## src/hw/flta_defs.svh

```systemverilog
`ifndef FLTA_DEFS_SVH
`define FLTA_DEFS_SVH

// Word width of monitored value and thresholds.
`define FLTA_WORD_W 16
// Number of decimal digits in a packed decimal word.
`define FLTA_DIGITS 4
// Register byte offsets.
`define FLTA_OFF_CTRL    8'h00
`define FLTA_OFF_VALUE   8'h04
`define FLTA_OFF_UU      8'h08
`define FLTA_OFF_U       8'h0C
`define FLTA_OFF_L       8'h10
`define FLTA_OFF_LL      8'h14
`define FLTA_OFF_ALARM   8'h18
`define FLTA_OFF_STATUS  8'h1C
`define FLTA_OFF_MASK    8'h20
// Control register fields.
`define FLTA_CTRL_EN     0
`define FLTA_CTRL_BCD    1
`define FLTA_CTRL_SRC    2
`define FLTA_CTRL_UUSRC  3
`define FLTA_CTRL_USRC   4
`define FLTA_CTRL_LSRC   5
`define FLTA_CTRL_LLSRC  6
// Alarm bit positions.
`define FLTA_A_UU 3
`define FLTA_A_U  2
`define FLTA_A_L  1
`define FLTA_A_LL 0
// AXI responses.
`define FLTA_RESP_OKAY   2'b00
`define FLTA_RESP_SLVERR 2'b10

`endif

```

## src/hw/flta_pkg.sv

```systemverilog
package flta_pkg;
	// Comparison mode of the monitor.
	typedef enum logic {
		FLTA_MODE_BINARY,
		FLTA_MODE_DECIMAL
	} flta_mode_t;
endpackage

```

## src/hw/flta_compare.sv

```systemverilog
`timescale 1ns/100ps
`include "flta_defs.svh"
// Registered four-level comparator; one cycle from inputs to alarms.
module flta_compare #(
	parameter int WORD_W = `FLTA_WORD_W
) (
	// Clock and reset
	input  wire logic              clk,
	input  wire logic              rst,
	// Operands
	input  wire logic              enable,
	input  flta_pkg::flta_mode_t   mode,
	input  wire logic [WORD_W-1:0] value,
	input  wire logic [WORD_W-1:0] thr_uu,
	input  wire logic [WORD_W-1:0] thr_u,
	input  wire logic [WORD_W-1:0] thr_l,
	input  wire logic [WORD_W-1:0] thr_ll,
	// Result
	output logic      [3:0]        alarm
);
	initial begin
		if (WORD_W != 4 * `FLTA_DIGITS)
			$error("flta_compare: WORD_W must hold the decimal digits");
	end

	// Packed decimal with valid digits orders like plain binary, so one comparator serves both modes.
	// An invalid digit (A..F) is clamped to 9 so decimal mode never ranks it above a real nine.
	function automatic logic [WORD_W-1:0] fix_dec(input logic [WORD_W-1:0] w);
		logic [WORD_W-1:0] r;
		r = w;
		for (int d = 0; d < `FLTA_DIGITS; d++) begin
			if (w[4*d +: 4] > 4'h9)
				r[4*d +: 4] = 4'h9;
		end
		return r;
	endfunction

	logic [WORD_W-1:0] v;
	logic [WORD_W-1:0] t_uu;
	logic [WORD_W-1:0] t_u;
	logic [WORD_W-1:0] t_l;
	logic [WORD_W-1:0] t_ll;
	logic [3:0]        next_alarm;

	always_comb begin
		v    = value;
		t_uu = thr_uu;
		t_u  = thr_u;
		t_l  = thr_l;
		t_ll = thr_ll;
		if (mode == flta_pkg::FLTA_MODE_DECIMAL) begin
			v    = fix_dec(value);
			t_uu = fix_dec(thr_uu);
			t_u  = fix_dec(thr_u);
			t_l  = fix_dec(thr_l);
			t_ll = fix_dec(thr_ll);
		end
		next_alarm = 4'h0;
		if (enable) begin
			next_alarm[`FLTA_A_UU] = (v >= t_uu);
			next_alarm[`FLTA_A_LL] = (v <= t_ll);
			// Inner alarms follow outer ones, so a shared threshold yields one consistent result.
			next_alarm[`FLTA_A_U]  = (v >= t_u) | next_alarm[`FLTA_A_UU];
			next_alarm[`FLTA_A_L]  = (v <= t_l) | next_alarm[`FLTA_A_LL];
		end
	end

	always_ff @(posedge clk or posedge rst) begin
		if (rst)
			alarm <= 4'h0;
		else
			alarm <= next_alarm;
	end

	AST_UPPER_IMPLIED: assert property (@(posedge clk) disable iff (rst)
		alarm[`FLTA_A_UU] |-> alarm[`FLTA_A_U]) else $error("upper-upper without upper");
	AST_LOWER_IMPLIED: assert property (@(posedge clk) disable iff (rst)
		alarm[`FLTA_A_LL] |-> alarm[`FLTA_A_L]) else $error("lower-lower without lower");
	AST_DISABLED_CLEAR: assert property (@(posedge clk) disable iff (rst)
		!enable |=> alarm == 4'h0) else $error("alarms not cleared when disabled");
	AST_UU_INCLUSIVE: assert property (@(posedge clk) disable iff (rst)
		enable && v >= t_uu |=> alarm[`FLTA_A_UU]) else $error("upper-upper missed");
	AST_LL_INCLUSIVE: assert property (@(posedge clk) disable iff (rst)
		enable && v <= t_ll |=> alarm[`FLTA_A_LL]) else $error("lower-lower missed");
	AST_U_EXACT: assert property (@(posedge clk) disable iff (rst)
		enable |=> alarm[`FLTA_A_U] == ($past(v) >= $past(t_u) || $past(v) >= $past(t_uu)))
		else $error("upper alarm wrong");
	AST_L_EXACT: assert property (@(posedge clk) disable iff (rst)
		enable |=> alarm[`FLTA_A_L] == ($past(v) <= $past(t_l) || $past(v) <= $past(t_ll)))
		else $error("lower alarm wrong");
	AST_SHARED_UPPER: assert property (@(posedge clk) disable iff (rst)
		enable && t_uu == t_u |=> alarm[`FLTA_A_UU] == alarm[`FLTA_A_U]) else $error("shared upper split");
	AST_DEC_CLAMP: assert property (@(posedge clk) disable iff (rst)
		enable && mode == flta_pkg::FLTA_MODE_DECIMAL && value == 16'h00_0A && thr_uu == 16'h00_09 |=>
		alarm[`FLTA_A_UU]) else $error("decimal compare wrong");

	COV_UPPER_BOTH: cover property (@(posedge clk) disable iff (rst) alarm[`FLTA_A_UU] && alarm[`FLTA_A_U]);
	COV_LOWER_BOTH: cover property (@(posedge clk) disable iff (rst) alarm[`FLTA_A_LL] && alarm[`FLTA_A_L]);
	COV_ONLY_UPPER: cover property (@(posedge clk) disable iff (rst) alarm == 4'b0100);
	COV_DECIMAL:    cover property (@(posedge clk) disable iff (rst)
		mode == flta_pkg::FLTA_MODE_DECIMAL && enable ##1 alarm != 4'h0);
endmodule // flta_compare

```

## src/hw/flta_top.sv

```systemverilog
// Our own choices: register access over AXI4-Lite and the placing of the registers.
`timescale 1ns/100ps
`include "flta_defs.svh"
module flta_top #(
	parameter int WORD_W = `FLTA_WORD_W
) (
	// Clock and reset
	input  wire logic              clk,
	input  wire logic              rst,
	// Enable and monitored data from the control logic
	input  wire logic              enable,
	input  wire logic [WORD_W-1:0] mon_value,
	input  wire logic [WORD_W-1:0] mem_uu,
	input  wire logic [WORD_W-1:0] mem_u,
	input  wire logic [WORD_W-1:0] mem_l,
	input  wire logic [WORD_W-1:0] mem_ll,
	// Alarms and interrupt
	output logic      [3:0]        alarm,
	output logic                   irq,
	// AXI4-Lite write address
	input  wire logic [7:0]        s_axi_awaddr,
	input  wire logic              s_axi_awvalid,
	output logic                   s_axi_awready,
	// AXI4-Lite write data
	input  wire logic [31:0]       s_axi_wdata,
	input  wire logic [3:0]        s_axi_wstrb,
	input  wire logic              s_axi_wvalid,
	output logic                   s_axi_wready,
	// AXI4-Lite write response
	output logic      [1:0]        s_axi_bresp,
	output logic                   s_axi_bvalid,
	input  wire logic              s_axi_bready,
	// AXI4-Lite read address
	input  wire logic [7:0]        s_axi_araddr,
	input  wire logic              s_axi_arvalid,
	output logic                   s_axi_arready,
	// AXI4-Lite read data
	output logic      [31:0]       s_axi_rdata,
	output logic      [1:0]        s_axi_rresp,
	output logic                   s_axi_rvalid,
	input  wire logic              s_axi_rready
);
	initial begin
		if (WORD_W != `FLTA_WORD_W)
			$error("flta_top: WORD_W must be the documented word width");
	end

	// Software state.
	logic [6:0]        ctrl;
	logic [WORD_W-1:0] sw_value;
	logic [WORD_W-1:0] k_uu;
	logic [WORD_W-1:0] k_u;
	logic [WORD_W-1:0] k_l;
	logic [WORD_W-1:0] k_ll;
	logic [3:0]        status;
	logic [3:0]        mask;
	logic [6:0]        next_ctrl;
	logic [WORD_W-1:0] next_sw_value;
	logic [WORD_W-1:0] next_k_uu;
	logic [WORD_W-1:0] next_k_u;
	logic [WORD_W-1:0] next_k_l;
	logic [WORD_W-1:0] next_k_ll;
	logic [3:0]        next_status;
	logic [3:0]        next_mask;

	// Bus state.
	logic              aw_held;
	logic [7:0]        aw_addr;
	logic              w_held;
	logic [31:0]       w_data;
	logic [3:0]        w_strb;
	logic              next_aw_held;
	logic [7:0]        next_aw_addr;
	logic              next_w_held;
	logic [31:0]       next_w_data;
	logic [3:0]        next_w_strb;
	logic              next_bvalid;
	logic [1:0]        next_bresp;
	logic              next_rvalid;
	logic [31:0]       next_rdata;
	logic [1:0]        next_rresp;
	logic              next_irq;
	logic [3:0]        alarm_q;

	// Operand selection.
	logic              sel_enable;
	logic [WORD_W-1:0] sel_value;
	logic [WORD_W-1:0] sel_uu;
	logic [WORD_W-1:0] sel_u;
	logic [WORD_W-1:0] sel_l;
	logic [WORD_W-1:0] sel_ll;
	logic [3:0]        rise;
	flta_pkg::flta_mode_t sel_mode;

	// Each threshold comes either from a software constant or from the live memory word.
	always_comb begin
		sel_enable = enable & ctrl[`FLTA_CTRL_EN];
		sel_mode   = ctrl[`FLTA_CTRL_BCD] ? flta_pkg::FLTA_MODE_DECIMAL : flta_pkg::FLTA_MODE_BINARY;
		sel_value  = ctrl[`FLTA_CTRL_SRC] ? sw_value : mon_value;
		sel_uu     = ctrl[`FLTA_CTRL_UUSRC] ? mem_uu : k_uu;
		sel_u      = ctrl[`FLTA_CTRL_USRC] ? mem_u : k_u;
		sel_l      = ctrl[`FLTA_CTRL_LSRC] ? mem_l : k_l;
		sel_ll     = ctrl[`FLTA_CTRL_LLSRC] ? mem_ll : k_ll;
	end

	flta_compare #(
		.WORD_W (WORD_W)
	) u_compare (
		.clk    (clk),
		.rst    (rst),
		.enable (sel_enable),
		.mode   (sel_mode),
		.value  (sel_value),
		.thr_uu (sel_uu),
		.thr_u  (sel_u),
		.thr_l  (sel_l),
		.thr_ll (sel_ll),
		.alarm  (alarm_q)
	);

	// Registers store what software wrote without range checks; ordering is the supplier's duty.
	function automatic logic [WORD_W-1:0] merge16(input logic [WORD_W-1:0] old, input logic [31:0] d,
		input logic [3:0] s);
		logic [WORD_W-1:0] r;
		r = old;
		if (s[0])
			r[7:0] = d[7:0];
		if (s[1])
			r[15:8] = d[15:8];
		return r;
	endfunction

	logic do_write;
	logic do_read;
	logic wr_hit;
	logic rd_hit;

	always_comb begin
		next_ctrl     = ctrl;
		next_sw_value = sw_value;
		next_k_uu     = k_uu;
		next_k_u      = k_u;
		next_k_l      = k_l;
		next_k_ll     = k_ll;
		next_mask     = mask;
		next_aw_held  = aw_held | (s_axi_awvalid & s_axi_awready);
		next_aw_addr  = (s_axi_awvalid & s_axi_awready) ? s_axi_awaddr : aw_addr;
		next_w_held   = w_held | (s_axi_wvalid & s_axi_wready);
		next_w_data   = (s_axi_wvalid & s_axi_wready) ? s_axi_wdata : w_data;
		next_w_strb   = (s_axi_wvalid & s_axi_wready) ? s_axi_wstrb : w_strb;
		next_bvalid   = s_axi_bvalid & ~s_axi_bready;
		next_bresp    = s_axi_bresp;
		next_rvalid   = s_axi_rvalid & ~s_axi_rready;
		next_rdata    = s_axi_rdata;
		next_rresp    = s_axi_rresp;
		rise          = alarm_q & ~alarm;
		wr_hit        = 1'b1;
		rd_hit        = 1'b1;
		do_write      = aw_held & w_held & ~s_axi_bvalid;
		do_read       = s_axi_arvalid & s_axi_arready;
		// A new alarm rise wins over a clear written in the same cycle.
		next_status   = status;
		if (do_write) begin
			next_aw_held = 1'b0;
			next_w_held  = 1'b0;
			next_bvalid  = 1'b1;
			unique case (aw_addr)
				`FLTA_OFF_CTRL:   if (w_strb[0]) next_ctrl = w_data[6:0];
				`FLTA_OFF_VALUE:  next_sw_value = merge16(sw_value, w_data, w_strb);
				`FLTA_OFF_UU:     next_k_uu = merge16(k_uu, w_data, w_strb);
				`FLTA_OFF_U:      next_k_u = merge16(k_u, w_data, w_strb);
				`FLTA_OFF_L:      next_k_l = merge16(k_l, w_data, w_strb);
				`FLTA_OFF_LL:     next_k_ll = merge16(k_ll, w_data, w_strb);
				`FLTA_OFF_ALARM:  wr_hit = 1'b1;
				`FLTA_OFF_STATUS: if (w_strb[0]) next_status = status & ~w_data[3:0];
				`FLTA_OFF_MASK:   if (w_strb[0]) next_mask = w_data[3:0];
				default:          wr_hit = 1'b0;
			endcase
			next_bresp = wr_hit ? `FLTA_RESP_OKAY : `FLTA_RESP_SLVERR;
		end
		next_status = next_status | rise;
		if (do_read) begin
			next_rvalid = 1'b1;
			next_rdata  = 32'h0000_0000;
			unique case (s_axi_araddr)
				`FLTA_OFF_CTRL:   next_rdata[6:0] = ctrl;
				`FLTA_OFF_VALUE:  next_rdata[WORD_W-1:0] = sw_value;
				`FLTA_OFF_UU:     next_rdata[WORD_W-1:0] = k_uu;
				`FLTA_OFF_U:      next_rdata[WORD_W-1:0] = k_u;
				`FLTA_OFF_L:      next_rdata[WORD_W-1:0] = k_l;
				`FLTA_OFF_LL:     next_rdata[WORD_W-1:0] = k_ll;
				`FLTA_OFF_ALARM:  next_rdata[3:0] = alarm;
				`FLTA_OFF_STATUS: next_rdata[3:0] = status;
				`FLTA_OFF_MASK:   next_rdata[3:0] = mask;
				default:          rd_hit = 1'b0;
			endcase
			next_rresp = rd_hit ? `FLTA_RESP_OKAY : `FLTA_RESP_SLVERR;
		end
		next_irq = |(next_status & next_mask);
	end

	always_ff @(posedge clk or posedge rst) begin
		if (rst) begin
			ctrl          <= 7'h00;
			sw_value      <= 16'h0000;
			k_uu          <= 16'h0000;
			k_u           <= 16'h0000;
			k_l           <= 16'h0000;
			k_ll          <= 16'h0000;
			status        <= 4'h0;
			mask          <= 4'h0;
			aw_held       <= 1'b0;
			aw_addr       <= 8'h00;
			w_held        <= 1'b0;
			w_data        <= 32'h0000_0000;
			w_strb        <= 4'h0;
			s_axi_awready <= 1'b0;
			s_axi_wready  <= 1'b0;
			s_axi_bvalid  <= 1'b0;
			s_axi_bresp   <= 2'b00;
			s_axi_arready <= 1'b0;
			s_axi_rvalid  <= 1'b0;
			s_axi_rdata   <= 32'h0000_0000;
			s_axi_rresp   <= 2'b00;
			alarm         <= 4'h0;
			irq           <= 1'b0;
		end else begin
			ctrl          <= next_ctrl;
			sw_value      <= next_sw_value;
			k_uu          <= next_k_uu;
			k_u           <= next_k_u;
			k_l           <= next_k_l;
			k_ll          <= next_k_ll;
			status        <= next_status;
			mask          <= next_mask;
			aw_held       <= next_aw_held;
			aw_addr       <= next_aw_addr;
			w_held        <= next_w_held;
			w_data        <= next_w_data;
			w_strb        <= next_w_strb;
			// Ready is offered only while the slot is empty, so one write is in flight.
			s_axi_awready <= ~next_aw_held & ~(s_axi_awvalid & s_axi_awready);
			s_axi_wready  <= ~next_w_held & ~(s_axi_wvalid & s_axi_wready);
			s_axi_bvalid  <= next_bvalid;
			s_axi_bresp   <= next_bresp;
			s_axi_arready <= ~next_rvalid & ~(s_axi_arvalid & s_axi_arready);
			s_axi_rvalid  <= next_rvalid;
			s_axi_rdata   <= next_rdata;
			s_axi_rresp   <= next_rresp;
			alarm         <= alarm_q;
			irq           <= next_irq;
		end
	end

	AST_STATUS_STICKY: assert property (@(posedge clk) disable iff (rst)
		(alarm_q & ~alarm) != 4'h0 |=> (status & $past(alarm_q & ~alarm)) == $past(alarm_q & ~alarm))
		else $error("alarm rise not latched");
	AST_ALARM_FOLLOWS: assert property (@(posedge clk) disable iff (rst)
		!enable ##1 1'b1 |=> alarm == 4'h0) else $error("alarm output not cleared");
	COV_IRQ: cover property (@(posedge clk) disable iff (rst) $rose(irq));
endmodule // flta_top

```

## config.mk

```make
export PLATFORM = sky130hd
export DESIGN_NAME = flta_top
export DESIGN_NICKNAME = d
export VERILOG_FILES = /design/src/hw/flta_pkg.sv /design/src/hw/flta_compare.sv /design/src/hw/flta_top.sv
export VERILOG_INCLUDE_DIRS = /design/src /design/src/hw
export SDC_FILE = /design/constraint.sdc
export NUM_CORES = 1
export LEC_CHECK = 0
export ABC_AREA = 1
export BUFFER_PORTS_ARGS = -buffer_cell sky130_fd_sc_hd__buf_2
export CAP_MARGIN = 20
export CORE_UTILIZATION = 30
export DETAILED_ROUTE_END_ITERATION = 6
export PLACE_DENSITY = 0.57
export SLEW_MARGIN = 20
export SYNTH_ARGS = -nofsm -noshare
export SYNTH_HDL_FRONTEND = slang
export SYNTH_HIERARCHICAL = 1
export SYNTH_SLANG_ARGS = --single-unit
```

## constraint.sdc

```tcl
create_clock -name clk -period 4.4 [get_ports clk]
set_input_delay 0.44 -clock clk [delete_from_list [all_inputs] [get_ports clk]]
set_output_delay 0.44 -clock clk [all_outputs]
set_load 0.01 [all_outputs]
```

Word-level counts from Yosys, hierarchy flattened
Cells that the tools add are included.
{ "op_classes": {"magnitude_cmp": 24, "eq_ne": 16, "n_mux": 51, "n_bitwise": 30, "n_reduce_logical": 16} }
{ "ops": {"columns": ["operator", "count"], "rows": [
  ["$mux 16", 10],
  ["$mux 4", 27],
  ["$gt 4x4->1 const B", 20],
  ["$eq 8x5->1 const B", 8],
  ["$pmux 9 s5", 1],
  ["$pmux 4 s9", 1],
  ["$reduce_and 3->1", 11],
  ["$eq 8x4->1 const B", 4],
  ["$ge 16x16->1", 2],
  ["$le 16x16->1", 2],
  ["$pmux 3 s6", 1],
  ["$reduce_or 9->1", 2],
  ["$eq 8x3->1 const B", 2],
  ["$eq 8x6->1 const B", 2],
  ["$logic_not 8->1", 2],
  ["$and 4x4->4", 3],
  ["$and 1x1->1", 11],
  ["$mux 1", 9],
  ["$not 1->1", 9],
  ["$not 4->4", 2],
  ["$mux 2", 2],
  ["$or 1x1->1", 4],
  ["$or 4x4->4", 1],
  ["$reduce_or 4->1", 1]
]} }
{ "totals": {"ff_bits": 157, "input_bits": 140, "out_inout_bits": 46, "elab_cells": 166} }

Logic depth before layout (Yosys ltp)
{ "logic_depth": {"depth_word": 8, "ltp_mapped": 18, "mapped_depth_nobuf": 17} }

Cells and area by module
Netlist, hierarchy kept.
{ "modules_own_cells": {"columns": ["mod", "instances", "cells_each", "area_each_um2", "seq_area_each_um2"], "rows": [
  ["flta_top", 1, 929, 7742.4, 3778.6],
  ["flta_compare", 1, 362, 2170.8, 100.1]
]} }

Worst setup path after synthesis
Ideal clock, no wire load.
{ "synth_timing": {"kind": "reg2reg", "from": "register ctrl[2]", "to": "register u_compare.alarm[2]", "setup_time_ns": 0.117, "t_arrival_ns": 2.140, "required_time_ns": 4.283, "path_slack_ns": 2.143, "stages_incl_launch_ff": 14, "n_path_buf": 2, "synth_period_minus_slack_ns": 2.257, "path_cell_list": "dfrtp_1 -> buf_2 -> buf_2 -> mux2_2 -> nand2_1 -> inv_1 -> nor2_1 -> ha_1 -> nand2_1 -> o21ai_0 -> a21oi_2 -> nand2_1 -> nand2_1 -> nand2_1"} }
{ "synth_via": {"elab_chain_len": 7, "elab_cells_between_ends": 14, "classes_between": "order compare: 6; mux: 7; bitwise: 1"} }
{ "synth_lines": {"columns": ["element", "line_no", "text"], "rows": [
  ["start, declared", "flta_top.sv:49", "logic [6:0] ctrl;"],
  ["start signal, assigned", "flta_top.sv:228", "ctrl <= next_ctrl;"],
  ["$mux 16 *", "flta_top.sv:99", "sel_value = ctrl[`FLTA_CTRL_SRC] ? sw_value : mon_value;"],
  ["net sel_value[11]", "flta_top.sv:87", "logic [WORD_W-1:0] sel_value;"],
  ["$gt 4x4->1", "flta_compare.sv:32", "if (w[4*d +: 4] > 4'h9)"],
  ["$mux 4", "flta_compare.sv:32", null],
  ["$mux 16 *", "flta_compare.sv:51", "if (mode == flta_pkg::FLTA_MODE_DECIMAL) begin"],
  ["$ge 16x16->1, on equally long branches", "flta_compare.sv:63, flta_compare.sv:60", null],
  ["$or 1x1->1 *", "flta_compare.sv:63", "next_alarm[`FLTA_A_U] = (v >= t_u) | next_alarm[`FLTA_A_UU];"],
  ["$mux 4 *", "flta_compare.sv:59", "if (enable) begin"],
  ["net u_compare.next_alarm[2]", "flta_compare.sv:43", "logic [3:0] next_alarm;"],
  ["end signal, assigned", "flta_compare.sv:72", "alarm <= next_alarm;"],
  ["end, declared", "flta_compare.sv:19", "output logic [3:0] alarm"]
]} }
The timed path passes the listed nets; every way through them passes the cells marked *.
A chain may end at the register's enable or synchronous reset.

Worst setup path in the final report
{ "layout_timing": {"from": "register ctrl[2]", "to": "register u_compare.alarm[1]"} }
{ "layout_via": {"elab_chain_len": 7, "elab_cells_between_ends": 14, "classes_between": "order compare: 6; mux: 7; bitwise: 1"} }
{ "layout_lines": {"columns": ["element", "line_no", "text"], "rows": [
  ["$mux 16 *", "flta_top.sv:99", null],
  ["net sel_value[15]", "flta_top.sv:87", null],
  ["$gt 4x4->1", "flta_compare.sv:32", null],
  ["$mux 4", "flta_compare.sv:32", null],
  ["$mux 16 *", "flta_compare.sv:51", null],
  ["$le 16x16->1, on equally long branches", "flta_compare.sv:64, flta_compare.sv:61", null],
  ["$or 1x1->1 *", "flta_compare.sv:64", "next_alarm[`FLTA_A_L] = (v <= t_l) | next_alarm[`FLTA_A_LL];"],
  ["$mux 4 *", "flta_compare.sv:59", null],
  ["net u_compare.next_alarm[1]", "flta_compare.sv:43", null]
]} }
Marked as above.

==> flow_summary.yaml <==
routing:
  drc: 0
  wl_per_cell_um: 16.3
  ant_nets: 0
  wirelength_um: 30600
  viasPerCell: 4.61
  drtIter0Drc: 516
  vias: 8663
  drtPass1Iterations: 7
timing:
  hold_viol: 0
  setup_viol: 0
  clock_skew_ns: 0.0156
  timing.slew.headroom_pct: 25.2
  timing.final.max_slew_violations: 0
  tns_ns: 0
  setup_slack_ns: 1.33
  rsz0062_at_grt: "no"
  fin_crit_sh_pct: 69.7
  timing.fmax_mhz: 326
  worst_pin_slew_ns: 1.12
  period_needed_ns: 3.07
worst_setup_path:
  crit_chain: "buf_4 > mux2_2 > a21boi_0 > ha_1 > a21oi_1 > o21ai_0 > a21oi_1 > nand2_1 > nand2_1 > nand2_1 > nand2_1"
  cp_num_buf_inv: 1
  cp_top_family: "compound AO/OA/AOI/OAI gates"
  cp_max_fo: 12
  r2r-start: "ctrl[2]"
  path_class: "register to register"
  rr_endpoint: "u_compare/alarm[1]"
  reg2regPathDepth: 11
  worst_path_largest_cell_delay_ns: 0.58
  cpMostUsedCell: "nand2_1"
  arrival_ns: 3.44
  cp.required_ns: 4.77
  critPathLaunch: "ctrl[2]"
  cp-endpoint: "u_compare/alarm[1]"
  worstSetupPathDepth: 11
  cp-start-kind: "register"
  end_kind: "register"
  slowest_stage: "a21boi_0"
  rrSetupSlack_ns: 1.33
place:
  placed_area_sq_um: 11000
  dp_hpwl_um: 23900
  port_buffers: 149
  dp_worst_setup_slack_ns: 1.40
  gp_congestion: 0.875
yosys:
  netlist_area_sq_um: 9910
  yosysUniqueCellTypes: 40
  netlist_instances: 1291
  synth_seq_area_share_pct: 39.1
  synth_warnings: 6
  async_flop_share_pct: 100
  synth_area_per_cell_sq_um: 7.68
  synthFlopType: "dfrtp_1"
  synth_seq_cells: 155
  synth_edf_count: 0
flow_run:
  drv_cap: 0
power_and_ir_drop:
  p_per_area_nw_per_um2: 512
  p_leak_uw: 0.00548
  power_uw: 5950
  vdd_drop_max_uv: 277
floorplanning:
  dieArea_sq_um: 33800
  rows: 66
  die_h_um: 184
  boundaryPins: 186
  die_w_um: 184
  coreArea_sq_um: 32500
  start_util_pct: 30.5
global_routing:
  grt_pass1_vias: 8314
  grt_pass1_wl_um: 47300
  antenna_found_initial: 0
  grtUsageTotal_pct: 18.7
  overflow: 0
  grt_max_degree: 116
cts:
  cts_tree: "done"
  htreeDepth: 4
  clk_pin_slew_worst_paths_ns: 0.07
  cts_root_buf: "clkbuf_16"
  clk_latency_ns: 0.43
  cts_made_buffers: 17
  cts_num_sinks: 155
  clock_path_buffers: 2
  cts_resized: 0
finish:
  final_nets: 1627
  finalInstanceArea_sq_um: 11600
  area_delta_synth_final_pct: 17.1
  drive_gt1_share_pct: 21.0
  postLayoutCoreUtil_pct: 35.7
  n_fill_cell: 3478
  n_antenna_cell: 0
outcome:
  status: "complete, no violations"
min_path:
  min_path_type: "input port to register"
-- sequential cells by signal (all words and copies together) (netlist names), 8 cells and up --
name / flops
sw_value: 16
k_ll: 16
k_l: 16
s_axi_rdata: 16
w_data: 16
k_uu: 16
aw_addr: 8
k_u: 16
-- through the flow --
stage / std cells / hold WS (ns)
floorplan: 1308 / 0.206
global placement: 1845 / 0.374
detailed placement: 1845 / 0.370
CTS: 1878 / 0.172
global route: 1878 / 0.176
finish: 1878 / 0.187
-- layout make-up --
class / instances / area [sq um] / share of cell area (%)
clock buffer: 17 / 425 / 3.66
multi-input combinational: 976 / 5320 / 45.8
timing repair buffer: 156 / 813 / 7.00
tap: 442 / 553 / 4.76
sequential: 155 / 3880 / 33.4
inverter: 117 / 443 / 3.81
clock inverter: 15 / 183 / 1.57
-- cells by family after synthesis --
family          synth area share, %
mux                            6.13
fa+ha+maj                      8.08
buf+inv                        7.90
flops                          39.1
compound gates                 12.5
other cells                  0.0378
simple gates                   26.3
-- layer usage --
layer / vias up / GRT usage (%) / wire (um)
met2: 243 / 28.7 / 13400
met3: 32 / 3.49 / 1600
met4: 0 / 6.23 / 646
li1: 4418 / - / -
met1: 3970 / 26.1 / 14900
met5: - / 0 / 0
-- where the power goes --
part,internal (uW),switching (uW),total [uW]
registers,1770,322,2090
logic,884,1470,2360
clock network,814,687,1500
-- repair_timing --
| item | 4_1_cts | 5_1_grt |
|---|---|---|
| setup buffers | 0 | 0 |
| hold buffers | 1 | 0 |
| hold endpoints to repair | 4 | 0 |
| endpoints found under the setup margin | 0 | 0 |
-- placed cells by master, fill, tap and decap left out, types with 43 or more instances in the layout --
cell | synthesis | layout
o21ai_1 | 87 | 87
ha_1 | 64 | 64
nand2_1 | 390 | 390
nor2_1 | 132 | 132
buf_2 | 17 | 149
dfrtp_1 | 155 | 155
nand3_1 | 43 | 43
mux2_2 | 54 | 54
inv_1 | 112 | 111
o21ai_0 | 70 | 70
-- worst min path at each step --
stage,start,cells past startpoint,slack (ns),to
5_1_grt,s_axi_bready,2,0.18,s_axi_bvalid
4_1_cts,s_axi_bready,2,0.17,s_axi_bvalid
3_3_place_gp,u_compare/alarm[3],0,0.37,alarm[3]
2_1_floorplan,rst,1,0.21,u_compare/alarm[0]
6_report,s_axi_bready,2,0.19,s_axi_bvalid
3_5_place_dp,u_compare/alarm[3],0,0.37,alarm[3]
-- Yosys cell counts (2+ instances only) --
master | count | area (sq um)
a21boi_0 | 2 | 15.0
a21o_1 | 2 | 15.0
a21oi_1 | 40 | 200
a21oi_2 | 2 | 17.5
and2_1 | 2 | 12.5
buf_2 | 17 | 85.1
buf_4 | 22 | 165
buf_6 | 2 | 22.5
clkbuf_1 | 19 | 71.3
dfrtp_1 | 155 | 3880
ha_1 | 64 | 801
inv_1 | 112 | 420
inv_2 | 4 | 15.0
mux2_2 | 54 | 608
nand2_1 | 390 | 1460
nand2_2 | 14 | 87.6
nand2_4 | 2 | 22.5
nand3_1 | 43 | 215
nand3_2 | 2 | 20.0
nand4_1 | 3 | 18.8
nor2_1 | 132 | 495
nor2_2 | 8 | 50.1
nor2_4 | 8 | 90.1
nor3_1 | 2 | 10.0
nor3_2 | 5 | 50.1
o211ai_2 | 7 | 87.6
o21a_1 | 2 | 15.0
o21ai_0 | 70 | 350
o21ai_1 | 87 | 435
o21ai_2 | 2 | 17.5
o21bai_1 | 8 | 60.1
(Power assumes the default switching activity.)
